### src/rtl/aux_pin_defines.svh
`ifndef AUX_PIN_DEFINES_SVH
`define AUX_PIN_DEFINES_SVH

// register indexes; byte address is four times the index
`define AUX_PIN_7_0_CTRL_IDX 8'hd8
`define AUX_PIN_7_1_CTRL_IDX 8'hd9
`define AUX_PIN_7_2_CTRL_IDX 8'hda
`define AUX_PIN_7_3_CTRL_IDX 8'hdb
`define AUX_PIN_7_4_CTRL_IDX 8'hdc
`define AUX_PIN_7_5_CTRL_IDX 8'hdd
`define AUX_PIN_7_6_CTRL_IDX 8'hde
`define AUX_PIN_7_7_CTRL_IDX 8'hdf

// block-local registers beside the pin controls
`define AUX_PIN_DATA_IDX 8'he8
`define AUX_PIN_STATUS_IDX 8'he9
`define AUX_PIN_MASK_IDX 8'hea

// pin control reset value and field positions
`define PIN_CTRL_RESET 8'h01
`define PIN_CTRL_FUNC_LSB 3
`define PIN_CTRL_FUNC_MSB 4

// pins whose serial function is an output of the serial port (tx, rts, dtr)
`define SERIAL_OUT_MASK 8'ha8
// level handed to serial inputs that are not routed to their pin
`define SERIAL_IDLE 1'b1

`endif

### src/rtl/aux_pin_pkg.sv
package aux_pin_pkg;

  // function select codes
  typedef enum logic [1:0] {
    FUNC_SERIAL = 2'b00,
    FUNC_GPIO = 2'b01,
    FUNC_RSVD2 = 2'b10,
    FUNC_RSVD3 = 2'b11
  } pin_func_t;

  // one pin control byte, msb first
  typedef struct packed {
    logic open_coll;
    logic int_en2;
    logic rsvd5;
    pin_func_t func;
    logic int_en1;
    logic invert;
    logic dir_in;
  } pin_ctrl_t;

  // pad drive pair
  typedef struct packed {
    logic o;
    logic oe;
  } pad_drive_t;

endpackage : aux_pin_pkg

### src/rtl/aux_pin_cell.sv
`timescale 1ns/1ps
`include "aux_pin_defines.svh"

module aux_pin_cell
  import aux_pin_pkg::*;
#(
  parameter bit SERIAL_OUT = 1'b0
) (
  input wire pin_ctrl_t ctrl, // control byte of this pin
  input wire logic gp_out, // general-purpose data value
  input wire logic serial_src, // serial port output for this pin
  input wire logic pad_in, // pad level
  output pad_drive_t drive, // pad value and enable
  output logic serial_in, // value handed to serial port input
  output logic gp_in, // pad level after polarity
  output logic gp_in_sel // pin is a general-purpose input
);

  logic val;
  logic drv;

  // function steering; reserved codes leave the pad released
  always_comb begin
    val = 1'b0;
    drv = 1'b0;
    if (ctrl.func == FUNC_SERIAL && SERIAL_OUT) begin
      val = serial_src;
      drv = 1'b1;
    end else if (ctrl.func == FUNC_GPIO && !ctrl.dir_in) begin
      val = gp_out ^ ctrl.invert;
      drv = 1'b1;
    end
    // open collector only ever pulls low
    drive.o = val & ~ctrl.open_coll;
    drive.oe = drv & (~ctrl.open_coll | ~val);
    serial_in = (ctrl.func == FUNC_SERIAL && !SERIAL_OUT) ? pad_in : `SERIAL_IDLE;
    gp_in = pad_in ^ ctrl.invert;
    gp_in_sel = (ctrl.func == FUNC_GPIO) && ctrl.dir_in;
  end

endmodule : aux_pin_cell

### src/rtl/aux_port7_pin_function_select.sv
// The APB interface to the registers was chosen for this implementation.
`timescale 1ns/1ps
`include "aux_pin_defines.svh"

module aux_port7_pin_function_select
  import aux_pin_pkg::*;
#(
  parameter int NUM_PINS = 8,
  parameter int ADDR_W = 12
) (
  input wire logic clk, // 100 MHz clock
  input wire logic rst_n, // power-on reset, async, active low
  input wire logic psel, // apb select
  input wire logic penable, // apb enable
  input wire logic pwrite, // apb direction
  input wire logic [ADDR_W-1:0] paddr, // apb byte address
  input wire logic [31:0] pwdata, // apb write data
  input wire logic [3:0] pstrb, // apb byte strobes
  output logic pready, // apb ready
  output logic [31:0] prdata, // apb read data
  output logic pslverr, // apb error
  input wire logic [7:0] pad_in, // pin levels
  output logic [7:0] pad_out, // pin drive values
  output logic [7:0] pad_oe, // pin drive enables
  input wire logic transmit_line_port2, // serial tx from port 2
  input wire logic request_send_port2, // serial rts from port 2
  input wire logic terminal_ready_port2, // serial dtr from port 2
  output logic ring_indicator_port2, // ring indicator to port 2
  output logic carrier_detect_port2, // carrier detect to port 2
  output logic receive_line_port2, // rx data to port 2
  output logic set_ready_port2, // data set ready to port 2
  output logic clear_send_port2, // clear to send to port 2
  output logic irq, // masked pin event interrupt
  output logic combined_irq1, // first combined interrupt
  output logic combined_irq2 // second combined interrupt
);

  localparam logic [7:0] SER_OUT = `SERIAL_OUT_MASK;

  // the serial mapping is fixed to eight pins
  if (NUM_PINS != 8) begin : g_chk_pins
    $error("NUM_PINS must be 8");
  end
  if (ADDR_W < 10) begin : g_chk_addr
    $error("ADDR_W must be at least 10");
  end

  function automatic logic [ADDR_W-1:0] byte_addr(input logic [7:0] idx);
    byte_addr = ADDR_W'({idx, 2'b00});
  endfunction : byte_addr

  pin_ctrl_t ctrl_q [NUM_PINS];
  logic [7:0] data_q;
  logic [7:0] status_q;
  logic [7:0] mask_q;
  logic [7:0] uart_in_q;
  logic [7:0] pad_out_q;
  logic [7:0] pad_oe_q;
  logic pready_q;
  logic [31:0] prdata_q;
  logic pslverr_q;
  logic irq_q;
  logic irq1_q;
  logic irq2_q;
  logic boot_q;

  pad_drive_t drv [NUM_PINS];
  logic [7:0] ser_in;
  logic [7:0] gp_in;
  logic [7:0] gp_in_sel;
  logic [7:0] ser_src;
  logic [7:0] en1_vec;
  logic [7:0] en2_vec;
  logic [7:0] ev;
  logic [7:0] idx;
  logic [2:0] pin_sel;
  logic is_ctrl;
  logic hit;
  logic [7:0] rd_val;
  logic wr_en;

  // serial outputs on pins 3, 5 and 7; others unused by the cells
  assign ser_src = {terminal_ready_port2, `SERIAL_IDLE, request_send_port2, `SERIAL_IDLE,
                    transmit_line_port2, `SERIAL_IDLE, `SERIAL_IDLE, `SERIAL_IDLE};

  // one cell per pin does the function steering
  for (genvar i = 0; i < NUM_PINS; i++) begin : g_pin
    aux_pin_cell #(
      .SERIAL_OUT(SER_OUT[i])
    ) u_cell (
      .ctrl(ctrl_q[i]),
      .gp_out(data_q[i]),
      .serial_src(ser_src[i]),
      .pad_in(pad_in[i]),
      .drive(drv[i]),
      .serial_in(ser_in[i]),
      .gp_in(gp_in[i]),
      .gp_in_sel(gp_in_sel[i])
    );
    assign en1_vec[i] = ctrl_q[i].int_en1;
    assign en2_vec[i] = ctrl_q[i].int_en2;
  end

  // address decode; misaligned or out-of-range addresses miss
  assign idx = paddr[9:2];
  assign pin_sel = 3'(idx - `AUX_PIN_7_0_CTRL_IDX);
  assign is_ctrl = (idx >= `AUX_PIN_7_0_CTRL_IDX) && (idx <= `AUX_PIN_7_7_CTRL_IDX);
  always_comb begin
    hit = 1'b1;
    rd_val = 8'h00;
    case (idx)
      `AUX_PIN_DATA_IDX: rd_val = data_q;
      `AUX_PIN_STATUS_IDX: rd_val = status_q;
      `AUX_PIN_MASK_IDX: rd_val = mask_q;
      default: begin
        if (is_ctrl) begin
          rd_val = ctrl_q[pin_sel];
        end else begin
          hit = 1'b0;
        end
      end
    endcase
    // shift rather than slice so the narrowest legal bus width still elaborates
    if (paddr[1:0] != 2'b00 || (paddr >> 10) != '0) begin
      hit = 1'b0;
    end
  end

  // a write lands only at the completing edge; a cleared pstrb[0] drops it quietly
  assign wr_en = psel & penable & pready_q & pwrite & hit & pstrb[0];

  // apb answer: ready one cycle after setup, read data captured at setup
  always_ff @(posedge clk or negedge rst_n) begin
    if (!rst_n) begin
      pready_q <= 1'b0;
      prdata_q <= 32'h0000_0000;
      pslverr_q <= 1'b0;
    end else begin
      pready_q <= psel & ~penable;
      if (psel && !penable) begin
        prdata_q <= (hit && !pwrite) ? {{24{1'b0}}, rd_val} : 32'h0000_0000;
        pslverr_q <= ~hit;
      end else begin
        prdata_q <= 32'h0000_0000;
        pslverr_q <= 1'b0;
      end
    end
  end

  // pin control registers; reserved codes are stored as written and release the pad
  always_ff @(posedge clk or negedge rst_n) begin
    if (!rst_n) begin
      for (int i = 0; i < NUM_PINS; i++) begin
        ctrl_q[i] <= pin_ctrl_t'(`PIN_CTRL_RESET);
      end
    end else if (wr_en && is_ctrl) begin
      ctrl_q[pin_sel] <= pin_ctrl_t'(pwdata[7:0]);
    end
  end

  // data value: inputs sample the pad every cycle, outputs take software writes
  always_ff @(posedge clk or negedge rst_n) begin
    if (!rst_n) begin
      data_q <= 8'h00;
    end else begin
      for (int i = 0; i < NUM_PINS; i++) begin
        if (gp_in_sel[i]) begin
          data_q[i] <= gp_in[i];
        end else if (wr_en && idx == `AUX_PIN_DATA_IDX) begin
          data_q[i] <= pwdata[i];
        end
      end
    end
  end

  // input change events; set beats a write-one clear in the same cycle
  assign ev = gp_in_sel & (gp_in ^ data_q);
  always_ff @(posedge clk or negedge rst_n) begin
    if (!rst_n) begin
      status_q <= 8'h00;
      mask_q <= 8'h00;
    end else begin
      if (wr_en && idx == `AUX_PIN_STATUS_IDX) begin
        status_q <= (status_q & ~pwdata[7:0]) | ev;
      end else begin
        status_q <= status_q | ev;
      end
      if (wr_en && idx == `AUX_PIN_MASK_IDX) begin
        mask_q <= pwdata[7:0];
      end
    end
  end

  // registered pads and serial inputs; reserved codes give idle serial levels
  always_ff @(posedge clk or negedge rst_n) begin
    if (!rst_n) begin
      pad_out_q <= 8'h00;
      pad_oe_q <= 8'h00;
      uart_in_q <= 8'hff;
    end else begin
      for (int i = 0; i < NUM_PINS; i++) begin
        pad_out_q[i] <= drv[i].o;
        pad_oe_q[i] <= drv[i].oe;
      end
      uart_in_q <= ser_in;
    end
  end

  // interrupt outputs
  always_ff @(posedge clk or negedge rst_n) begin
    if (!rst_n) begin
      irq_q <= 1'b0;
      irq1_q <= 1'b0;
      irq2_q <= 1'b0;
    end else begin
      irq_q <= |(status_q & mask_q);
      irq1_q <= |(status_q & en1_vec);
      irq2_q <= |(status_q & en2_vec);
    end
  end

  // marks the first edge after reset release, for checking only
  always_ff @(posedge clk or negedge rst_n) begin
    if (!rst_n) begin
      boot_q <= 1'b1;
    end else begin
      boot_q <= 1'b0;
    end
  end

  assign pready = pready_q;
  assign prdata = prdata_q;
  assign pslverr = pslverr_q;
  assign pad_out = pad_out_q;
  assign pad_oe = pad_oe_q;
  assign ring_indicator_port2 = uart_in_q[0];
  assign carrier_detect_port2 = uart_in_q[1];
  assign receive_line_port2 = uart_in_q[2];
  assign set_ready_port2 = uart_in_q[4];
  assign clear_send_port2 = uart_in_q[6];
  assign irq = irq_q;
  assign combined_irq1 = irq1_q;
  assign combined_irq2 = irq2_q;

  for (genvar i = 0; i < NUM_PINS; i++) begin : g_chk
    if (SER_OUT[i]) begin : g_out

    end else begin : g_in

    end

  end
endmodule : aux_port7_pin_function_select

### config.mk
export PLATFORM = sky130hd
export DESIGN_NAME = aux_port7_pin_function_select
export DESIGN_NICKNAME = d
export VERILOG_FILES = /design/src/rtl/aux_pin_pkg.sv /design/src/rtl/aux_pin_cell.sv /design/src/rtl/aux_port7_pin_function_select.sv
export VERILOG_INCLUDE_DIRS = /design/src /design/src/rtl
export SDC_FILE = /design/constraint.sdc
export NUM_CORES = 1
export LEC_CHECK = 0
export BUFFER_PORTS_ARGS = -buffer_cell sky130_fd_sc_hd__buf_2
export CORE_MARGIN = 8
export CORE_UTILIZATION = 30
export CTS_CLUSTER_SIZE = 40
export DETAILED_ROUTE_END_ITERATION = 7
export PLACE_DENSITY_LB_ADDON = 0.12
export SKIP_CTS_REPAIR_TIMING = 1
export SYNTH_ARGS = -nofsm -noshare
export SYNTH_HDL_FRONTEND = slang
export SYNTH_SLANG_ARGS = --single-unit
### constraint.sdc
create_clock -name clk -period 2.65 [get_ports clk]
set_input_delay 0.265 -clock clk [delete_from_list [all_inputs] [get_ports clk]]
set_output_delay 0.265 -clock clk [all_outputs]
set_load 0.005 [all_outputs]
==> results.cfg, run 1 <==
[worst_setup_path]
crit_fanout = 8
path_cells = nand4_2, nor4_4, buf_4, nand4_2, mux2_2
slowest_stage = mux2_2
path_class = register to register
cp-end-kind = register
arrival_ns = 2.33
critPathLaunchType = register
max_stage_delay_ns = 0.43
cp_common_cell = nand4_2
path_buf_inv = 1
required_ns = 2.95
critical_path.top_delay_family = simple AND/OR/NAND/NOR gates

[yosys]
synth.avg_cell_area_um2 = 12.1
synth.yosys.seq_area_share_pct = 49.4
synthArstFlopShare_pct = 100
synth-edff-count = 0
yosysTopAreaCell = dfrtp_1
synth-main-ff-cell = dfrtp_1
synth-seq-cells = 122
yosys.area.top_type_share_pct = 43.9
yosysWarnings = 0
syn_area_um2 = 6210
synth.area.top_cells = dfrtp_1, mux2_2, dfstp_2
syn_inst = 512
netlist-cell-type-count = 53

[clock_tree]
path_clk_slew_ns = 0.06
clkSinkCount = 122
cts_root_buffer = clkbuf_16
clock_latency_ns = 0.42
cts_buffers = 17
cts_tree = yes
h-tree-depth = 4
cts_buffer_depth = 2

[layout]
fillers = 2046
final_common_cell = dfrtp_1
area_growth_pct = 20.8
n_antenna_cell = 0
drive_gt1_share_pct = 39.9
final_cell_mix = dfrtp_1, mux2_2, buf_2
final-seq-area_um2 = 3070
multi_input_area_um2 = 2910
fin_nets = 662
final_cells = 881

[status]
status = finished, final reports clean

[worst_hold_path]
holdCritPathClass = input port to register

[drt]
routed_wl_um = 19600
final_antenna_net_count = 0
detail_route.first_pass.iterations = 5
avgViaCountPerCell = 5.05
drt_iter0_markers = 264
wl_per_cell_um = 22.3
num_vias = 4453
drc = 0

[global_routing]
grt_antenna_before_repair = 1
gr-usage-all-layers_pct = 15.8
grt_first_pass_wirelength_um = 30600
overflow = 0
grt_max_degree = 54
grt_pass1_vias = 4869

[timing]
hold_viol = 0
max_freq_ghz = 0.492
fin_tns_setup_ns = 0
min_period_ns = 2.03
post-route-period-util_pct = 76.6
setup_viol = 0
maxSlewHeadroom_pct = 44.0
finalMaxSlewViolations = 0
finalClockSkew_ns = 0.00697
rsz0062_at_grt = false
max_slew.worst_pin.slew_ns = 0.838

[floorplan]
core_area_um2 = 20300
die_w_um = 160
die_height_um = 160
die-area_um2 = 25600
initial_core_util_pct = 30.6
rows = 52
pin_count = 122

[pwr]
pwr-share-clk_pct = 52.6
leakagePower_nw = 3.60
comb_power_share_pct = 5.7
power_frac_seq_pct = 41.7
p_int_mw = 3.44
power.density_nw_per_um2 = 600
p_sw_share_pct = 23.6
power.switching_mw = 1.06
irDropWorstVdd_mv = 0.434

[placement]
gp_congestion = 0.860
portBuffers = 70
placed_cells_incl_taps = 848
place.detailed.hpwl_um = 14100

[flow_run]
drv_cap = 0
==> synthesized netlist by cell type (8+ instances only) <==
| cell type | n |
|---|---|
| dfstp_2 | 13 |
| xor2_1 | 19 |
| dfrtp_1 | 109 |
| or3_1 | 8 |
| mux2i_1 | 11 |
| buf_4 | 26 |
| nor3_1 | 8 |
| a21oi_1 | 13 |
| a22o_1 | 8 |
| nor2_1 | 18 |
| mux2_2 | 81 |
| nand3_1 | 11 |
| nand2_1 | 10 |
| a22oi_1 | 17 |
| nor2b_1 | 10 |
| o21ai_0 | 16 |
| a31oi_1 | 12 |
| clkbuf_1 | 13 |
==> per-stage QoR <==
step / util, % / total power [mW] / setup slack (ns) / instance area (µm²) / hold slack [ns]
2_1_floorplan: - / 2.06 / 0.646 / 6300 / -0.0306
3_3_place_gp: 33.9 / 2.16 / 0.386 / 6890 / 0.164
3_5_place_dp: 33.9 / 2.17 / 0.388 / 6890 / 0.170
4_1_cts: 36.9 / 4.55 / 0.616 / 7490 / -0.282
5_1_grt: 37.0 / 4.66 / 0.527 / 7500 / 0.0965
6_report: 37.0 / 4.50 / 0.619 / 7500 / 0.0991
==> logic make-up after synthesis <==
family	Yosys count	share of synthesized area, %
flip-flops	122	49.4
buffers and inverters	56	5.09
AND/OR/NAND/NOR	119	13.0
other	1	0.0604
XOR/XNOR	24	3.38
multiplexers	99	19.0
AO/OA/AOI/OAI	91	10.1
==> final cells by class <==
cell class,count,area share [%]
clock buffer,18,5.72
clock inverter,14,2.33
inverter,7,0.350
multi-input combinational,357,38.8
sequential,122,40.9
tap,270,4.50
timing repair buffer,93,7.37
==> path summary, 6_finish.rpt <==
check / endpoint / from / slack, ns / cells after the start
worst max-delay path: ctrl_q[20] / pready / 0.62 / 5
worst min-delay path: uart_in_q[1] / pad_in[1] / 0.1 / 2
worst max register to register: ctrl_q[20] / pready / 0.62 / 5
worst min register to register: pad_out[1] / ctrl_q[55] / 0.48 / 1
max in group asynchronous: ctrl_q[16] / rst_n / 1.75 / 3
min in group asynchronous: pad_out[2] / rst_n / 0.27 / 2
==> metal layers <==
| metal | routed length, µm | up-vias | GRT usage [%] |
|---|---|---|---|
| met5 | 0 | - | 0 |
| met4 | 524 | 0 | 6.46 |
| met3 | 1210 | 30 | 4.47 |
| met2 | 9180 | 133 | 24.8 |
| met1 | 8720 | 2253 | 20.3 |
| li1 | - | 2037 | - |
==> power groups by stage <==
| stage | clock [mW] | sequential, mW | combinational [mW] |
|---|---|---|---|
| global placement | 0 | 1.91 | 0.255 |
| CTS | 2.42 | 1.88 | 0.258 |
| finish | 2.37 | 1.88 | 0.255 |
| detailed placement | 0 | 1.91 | 0.258 |
| global route | 2.50 | 1.88 | 0.284 |
| floorplan | 0 | 1.91 | 0.143 |
==> flip-flops by register name, summed over array words and instances (netlist names), 5 cells and up <==
signal,cells
ctrl_q,64
data_q,8
mask_q,8
pad_oe,8
pad_out,8
prdata,8
status_q,8
uart_in_q,5
(Power assumes the default switching activity.)
==> run 2, diff against run 1 <==
Clock period 2.65 ns to 2.1 ns, I/O delays scaled along.
==> results.cfg, run 2 (synthesis gave the netlist of run 1 again) <==
[worst_hold_path]
hp-start = pad_in[0]
holdPathEnd = uart_in_q[0]
hold_path_depth = 2
holdCritPathClass = input port to register

[worst_setup_path]
critical_path.top_delay_family = simple AND/OR/NAND/NOR gates
r2r_slack_ns = 0.04
path_class = register to register
crit_fanout = 8
path_cells = nand4_2, nor4_4, buf_4, nand4_2, mux2_2
r2r_end = ctrl_q[30]
required_ns = 2.40
cp-end-kind = register
rr_worst_depth = 5
cp_common_cell = nand4_2
reg2reg_from = pready
slowest_stage = mux2_2
arrival_ns = 2.36
max_stage_delay_ns = 0.41
critPathLaunchType = register
path_buf_inv = 1

[clock_tree]
cts_tree = yes
cts_buffer_depth = 2
cts_root_buffer = clkbuf_16
h-tree-depth = 4
clock_latency_ns = 0.42
cts_buffers = 17
clkSinkCount = 122
path_clk_slew_ns = 0.06

[timing]
finalClockSkew_ns = 0.00722
rsz0062_at_grt = true
min_period_ns = 2.06
hold_viol = 0
setup_viol = 0
post-route-period-util_pct = 98.1
finalMaxSlewViolations = 0
fin_tns_setup_ns = 0
max_freq_ghz = 0.485
max_slew.worst_pin.slew_ns = 0.674
maxSlewHeadroom_pct = 55.1

[layout]
postLayoutCoreUtil_pct = 37.7
area_growth_pct = 23.1
largest_reg_flops = 64
fin_area_um2 = 7650
final_common_cell = dfrtp_1
fin_nets = 680
drive_gt1_share_pct = 41.5
n_antenna_cell = 0
final_cell_mix = dfrtp_1, mux2_2, buf_2
top_register = ctrl_q

[floorplan]
pin_count = 122
die_height_um = 160
core_area_um2 = 20300
initial_core_util_pct = 30.6
die_w_um = 160
rows = 52
die-area_um2 = 25600

[pwr]
power.density_nw_per_um2 = 739
leakagePower_nw = 3.69
irDropWorstVdd_mv = 0.438

[drt]
drt_iter0_markers = 260
avgViaCountPerCell = 5.05
num_vias = 4538
wl_per_cell_um = 21.8
routed_wl_um = 19600
detail_route.first_pass.iterations = 7
final_antenna_net_count = 0
drc = 0

[global_routing]
grt_max_degree = 123
grt_antenna_before_repair = 2
overflow = 0
gr-usage-all-layers_pct = 15.7
grt_first_pass_wirelength_um = 30400
grt_pass1_vias = 4901

[status]
status = finished, final reports clean

[flow_run]
drv_cap = 0

[placement]
dpl_cell_area_um2 = 7030
portBuffers = 70
gp_congestion = 0.855
place.detailed.hpwl_um = 14300
run 2: worst max path at each step:
stage / start / endpoint / slack (ns) / cells past startpoint
detailed placement: paddr[1] / ctrl_q[60] / -0.03 / 8
global placement: paddr[1] / mask_q[6] / -0.03 / 6
finish: pready / ctrl_q[30] / 0.04 / 5
floorplan: pready / ctrl_q[33] / 0.13 / 4
global route: pready / ctrl_q[1] / -0.05 / 5
CTS: pready / ctrl_q[30] / 0.04 / 5
run 2: layout make-up:
| class | instances | area [µm²] |
|---|---|---|
| Fill cell | 2010 | 12700 |
| Sequential cell | 122 | 3070 |
| Multi-Input combinational cell | 357 | 2920 |
| Timing Repair Buffer | 111 | 688 |
| Clock buffer | 23 | 488 |
| Tap cell | 270 | 338 |
| Clock inverter | 9 | 114 |
| Inverter | 7 | 26.3 |
run 2: worst reg2reg max path, cell delays in order, from the launching register on:
cell and delay [ns]:
dfrtp_1 0.35, nand4_2 0.22, nor4_4 0.36, buf_4 0.22, nand4_2 0.38, mux2_2 0.42
run 2: metrics by stage:
step / hold slack (ns) / power (mW) / setup slack (ns) / std cells
6_report: 0.0451 / 5.65 / 0.0403 / 899
5_1_grt: 0.0337 / 5.85 / -0.0537 / 899
3_3_place_gp: 0.371 / 2.74 / -0.0251 / 866
4_1_cts: -0.0751 / 5.72 / 0.0350 / 898
2_1_floorplan: -0.0856 / 2.59 / 0.132 / 535
3_5_place_dp: 0.382 / 2.74 / -0.0341 / 866
run 2: power breakdown:
part	switching (mW)	total [mW]	internal (mW)	leakage [nW]
sequential	0.00288	2.37	2.37	1.63
combinational	0.216	0.326	0.110	1.77
clock	1.08	2.95	1.87	0.286
run 2: layer usage:
| metal | track usage, % | up-vias | share of wire [%] |
|---|---|---|---|
| li1 | - | 2067 | - |
| met1 | 20.5 | 2317 | 45 |
| met2 | 25.2 | 137 | 48 |
| met3 | 4.01 | 17 | 5.5 |
| met4 | 5.01 | 0 | 1.7 |
| met5 | 0 | - | 0 |
==> run 3, diff against run 2 <==
Settings changed: ABC_AREA set to 1.
==> results.cfg, run 3 <==
[status]
status = finished, violations left
failed_checks = negative hold slack

[worst_hold_path]
hold_path_depth = 3
holdCritPathClass = input port to register
hp-start = pad_in[1]
holdPathEnd = uart_in_q[1]

[clock_tree]
path_clk_slew_ns = 0.06
clock_latency_ns = 0.42
cts_buffer_depth = 2
cts_buffers = 17
cts_tree = yes
h-tree-depth = 4
cts_root_buffer = clkbuf_16
clkSinkCount = 122

[timing]
finalClockSkew_ns = 0.0107
post-route-period-util_pct = 83.3
min_period_ns = 1.75
setup_viol = 0
holdWs_ns = -0.00276
max_freq_ghz = 0.572
rsz0062_at_grt = false
maxSlewHeadroom_pct = 62.0
fin_tns_setup_ns = 0
finalMaxSlewViolations = 0
max_slew.worst_pin.slew_ns = 0.565
timing.final.ws_setup_ns = 0.351
hold_viol = 1

[layout]
top_register = ctrl_q
final_cell_mix = nand2_1, inv_1, dfrtp_1
fin_nets = 1059
final_cells = 1292
n_antenna_cell = 0
postLayoutCoreUtil_pct = 36.5
final_common_cell = nand2_1
fin_area_um2 = 8260
drive_gt1_share_pct = 15.4
area_growth_pct = 19.6
largest_reg_flops = 64

[worst_setup_path]
path_buf_inv = 3
required_ns = 2.46
slowest_stage = dlygate4sd3_1
cp_common_cell = nand2_1
arrival_ns = 2.11
reg2reg_from = pready
startpoint = penable
path_class = input port to register
critical_path.top_delay_family = simple AND/OR/NAND/NOR gates
r2r_slack_ns = 0.43
rr_worst_depth = 7
r2r_end = ctrl_q[32]
cp-end-kind = register
path_cells = dlygate4sd3_1, buf_2, nand2_1, nor2_1, nand3_4, nor2_4, buf_12, nand3_1, nand2_1
max_stage_delay_ns = 0.52
critPathLaunchType = input port
crit_fanout = 33

[floorplan]
core_area_um2 = 22600
initial_core_util_pct = 30.5
rows = 55
die-area_um2 = 28100
die_height_um = 168
pin_count = 122
die_w_um = 168

[yosys]
synth-main-ff-cell = dfrtp_1
synthArstFlopShare_pct = 100
yosys.area.top_type_share_pct = 39.5
synth-edff-count = 0
syn_area_um2 = 6900
synth-seq-cells = 122
yosysMostFrequentCell = nand2_1
ys_top_cells_by_count = nand2_1, inv_1, dfrtp_1, nand3_1, o21bai_1
yosysTopAreaCell = dfrtp_1
synth.yosys.seq_area_share_pct = 44.5
syn_inst = 913
yosysWarnings = 0
netlist-cell-type-count = 28
synth.avg_cell_area_um2 = 7.56
synth.area.top_cells = dfrtp_1, nand2_1, o21bai_1

[drt]
final_antenna_net_count = 0
avgViaCountPerCell = 4.74
num_vias = 6120
detail_route.first_pass.iterations = 4
routed_wl_um = 22800
drc = 0
wl_per_cell_um = 17.6
drt_iter0_markers = 344

[pwr]
power_mw = 5.68
irDropWorstVdd_mv = 0.361
leakagePower_nw = 4.02
power.density_nw_per_um2 = 687

[global_routing]
grt_antenna_before_repair = 0
grt_max_degree = 44
gr-usage-all-layers_pct = 16.6
grt_pass1_vias = 6116
overflow = 0
grt_first_pass_wirelength_um = 35700

[placement]
placed_cells_incl_taps = 1259
dpl_cell_area_um2 = 7650
place.detailed.hpwl_um = 16000
gp_congestion = 0.854
portBuffers = 70
dp_slack_ns = 0.286

[flow_run]
drv_cap = 0
run 3: layer usage:
layer	part of all wire (%)	vias up	global-route usage, %
li1	-	3037	-
met1	46	2931	21.7
met2	48	130	27.4
met3	3.7	22	3.13
met4	1.7	0	5.32
met5	0	-	0
run 3: logic make-up after synthesis:
| kind of cell | synth area share (%) |
|---|---|
| AOI/OAI and AO/OA | 14.1 |
| xor gates and xnor gates | 2.03 |
| buffers and inverters | 12.7 |
| DFF | 44.5 |
| other | 0.0543 |
| and+or+nand+nor | 26.7 |
run 3: layout make-up:
type | count | area (µm²)
clock buffer | 22 | 464
timing repair buffer | 104 | 692
sequential | 122 | 3070
tap | 285 | 357
inverter | 136 | 510
clock inverter | 9 | 123
multi-input combinational | 614 | 3040
fill | 2434 | 14400
run 3: worst max path at each step:
stage                      end  cells past startpoint
CTS                 ctrl_q[32]                      7
floorplan            data_q[0]                      9
global route        ctrl_q[39]                      9
detailed placement  ctrl_q[32]                      9
finish              ctrl_q[32]                      9
global placement    ctrl_q[39]                      9
run 3: worst reg2reg max path: stages (launching register included):
cell and delay, ns:
dfrtp_1 0.35, nand3_1 0.07, nor2_1 0.39, nand3_4 0.19
nor2_4 0.19, buf_12 0.22, nand3_1 0.12, nand2_1 0.09
run 3: power breakdown:
group	switching, mW	leakage [nW]	total [mW]	internal [mW]
clock	1.08	0.290	2.99	1.91
combinational	0.245	2.45	0.329	0.0841
sequential	0.00364	1.28	2.36	2.36
total	1.32	4.02	5.68	4.35
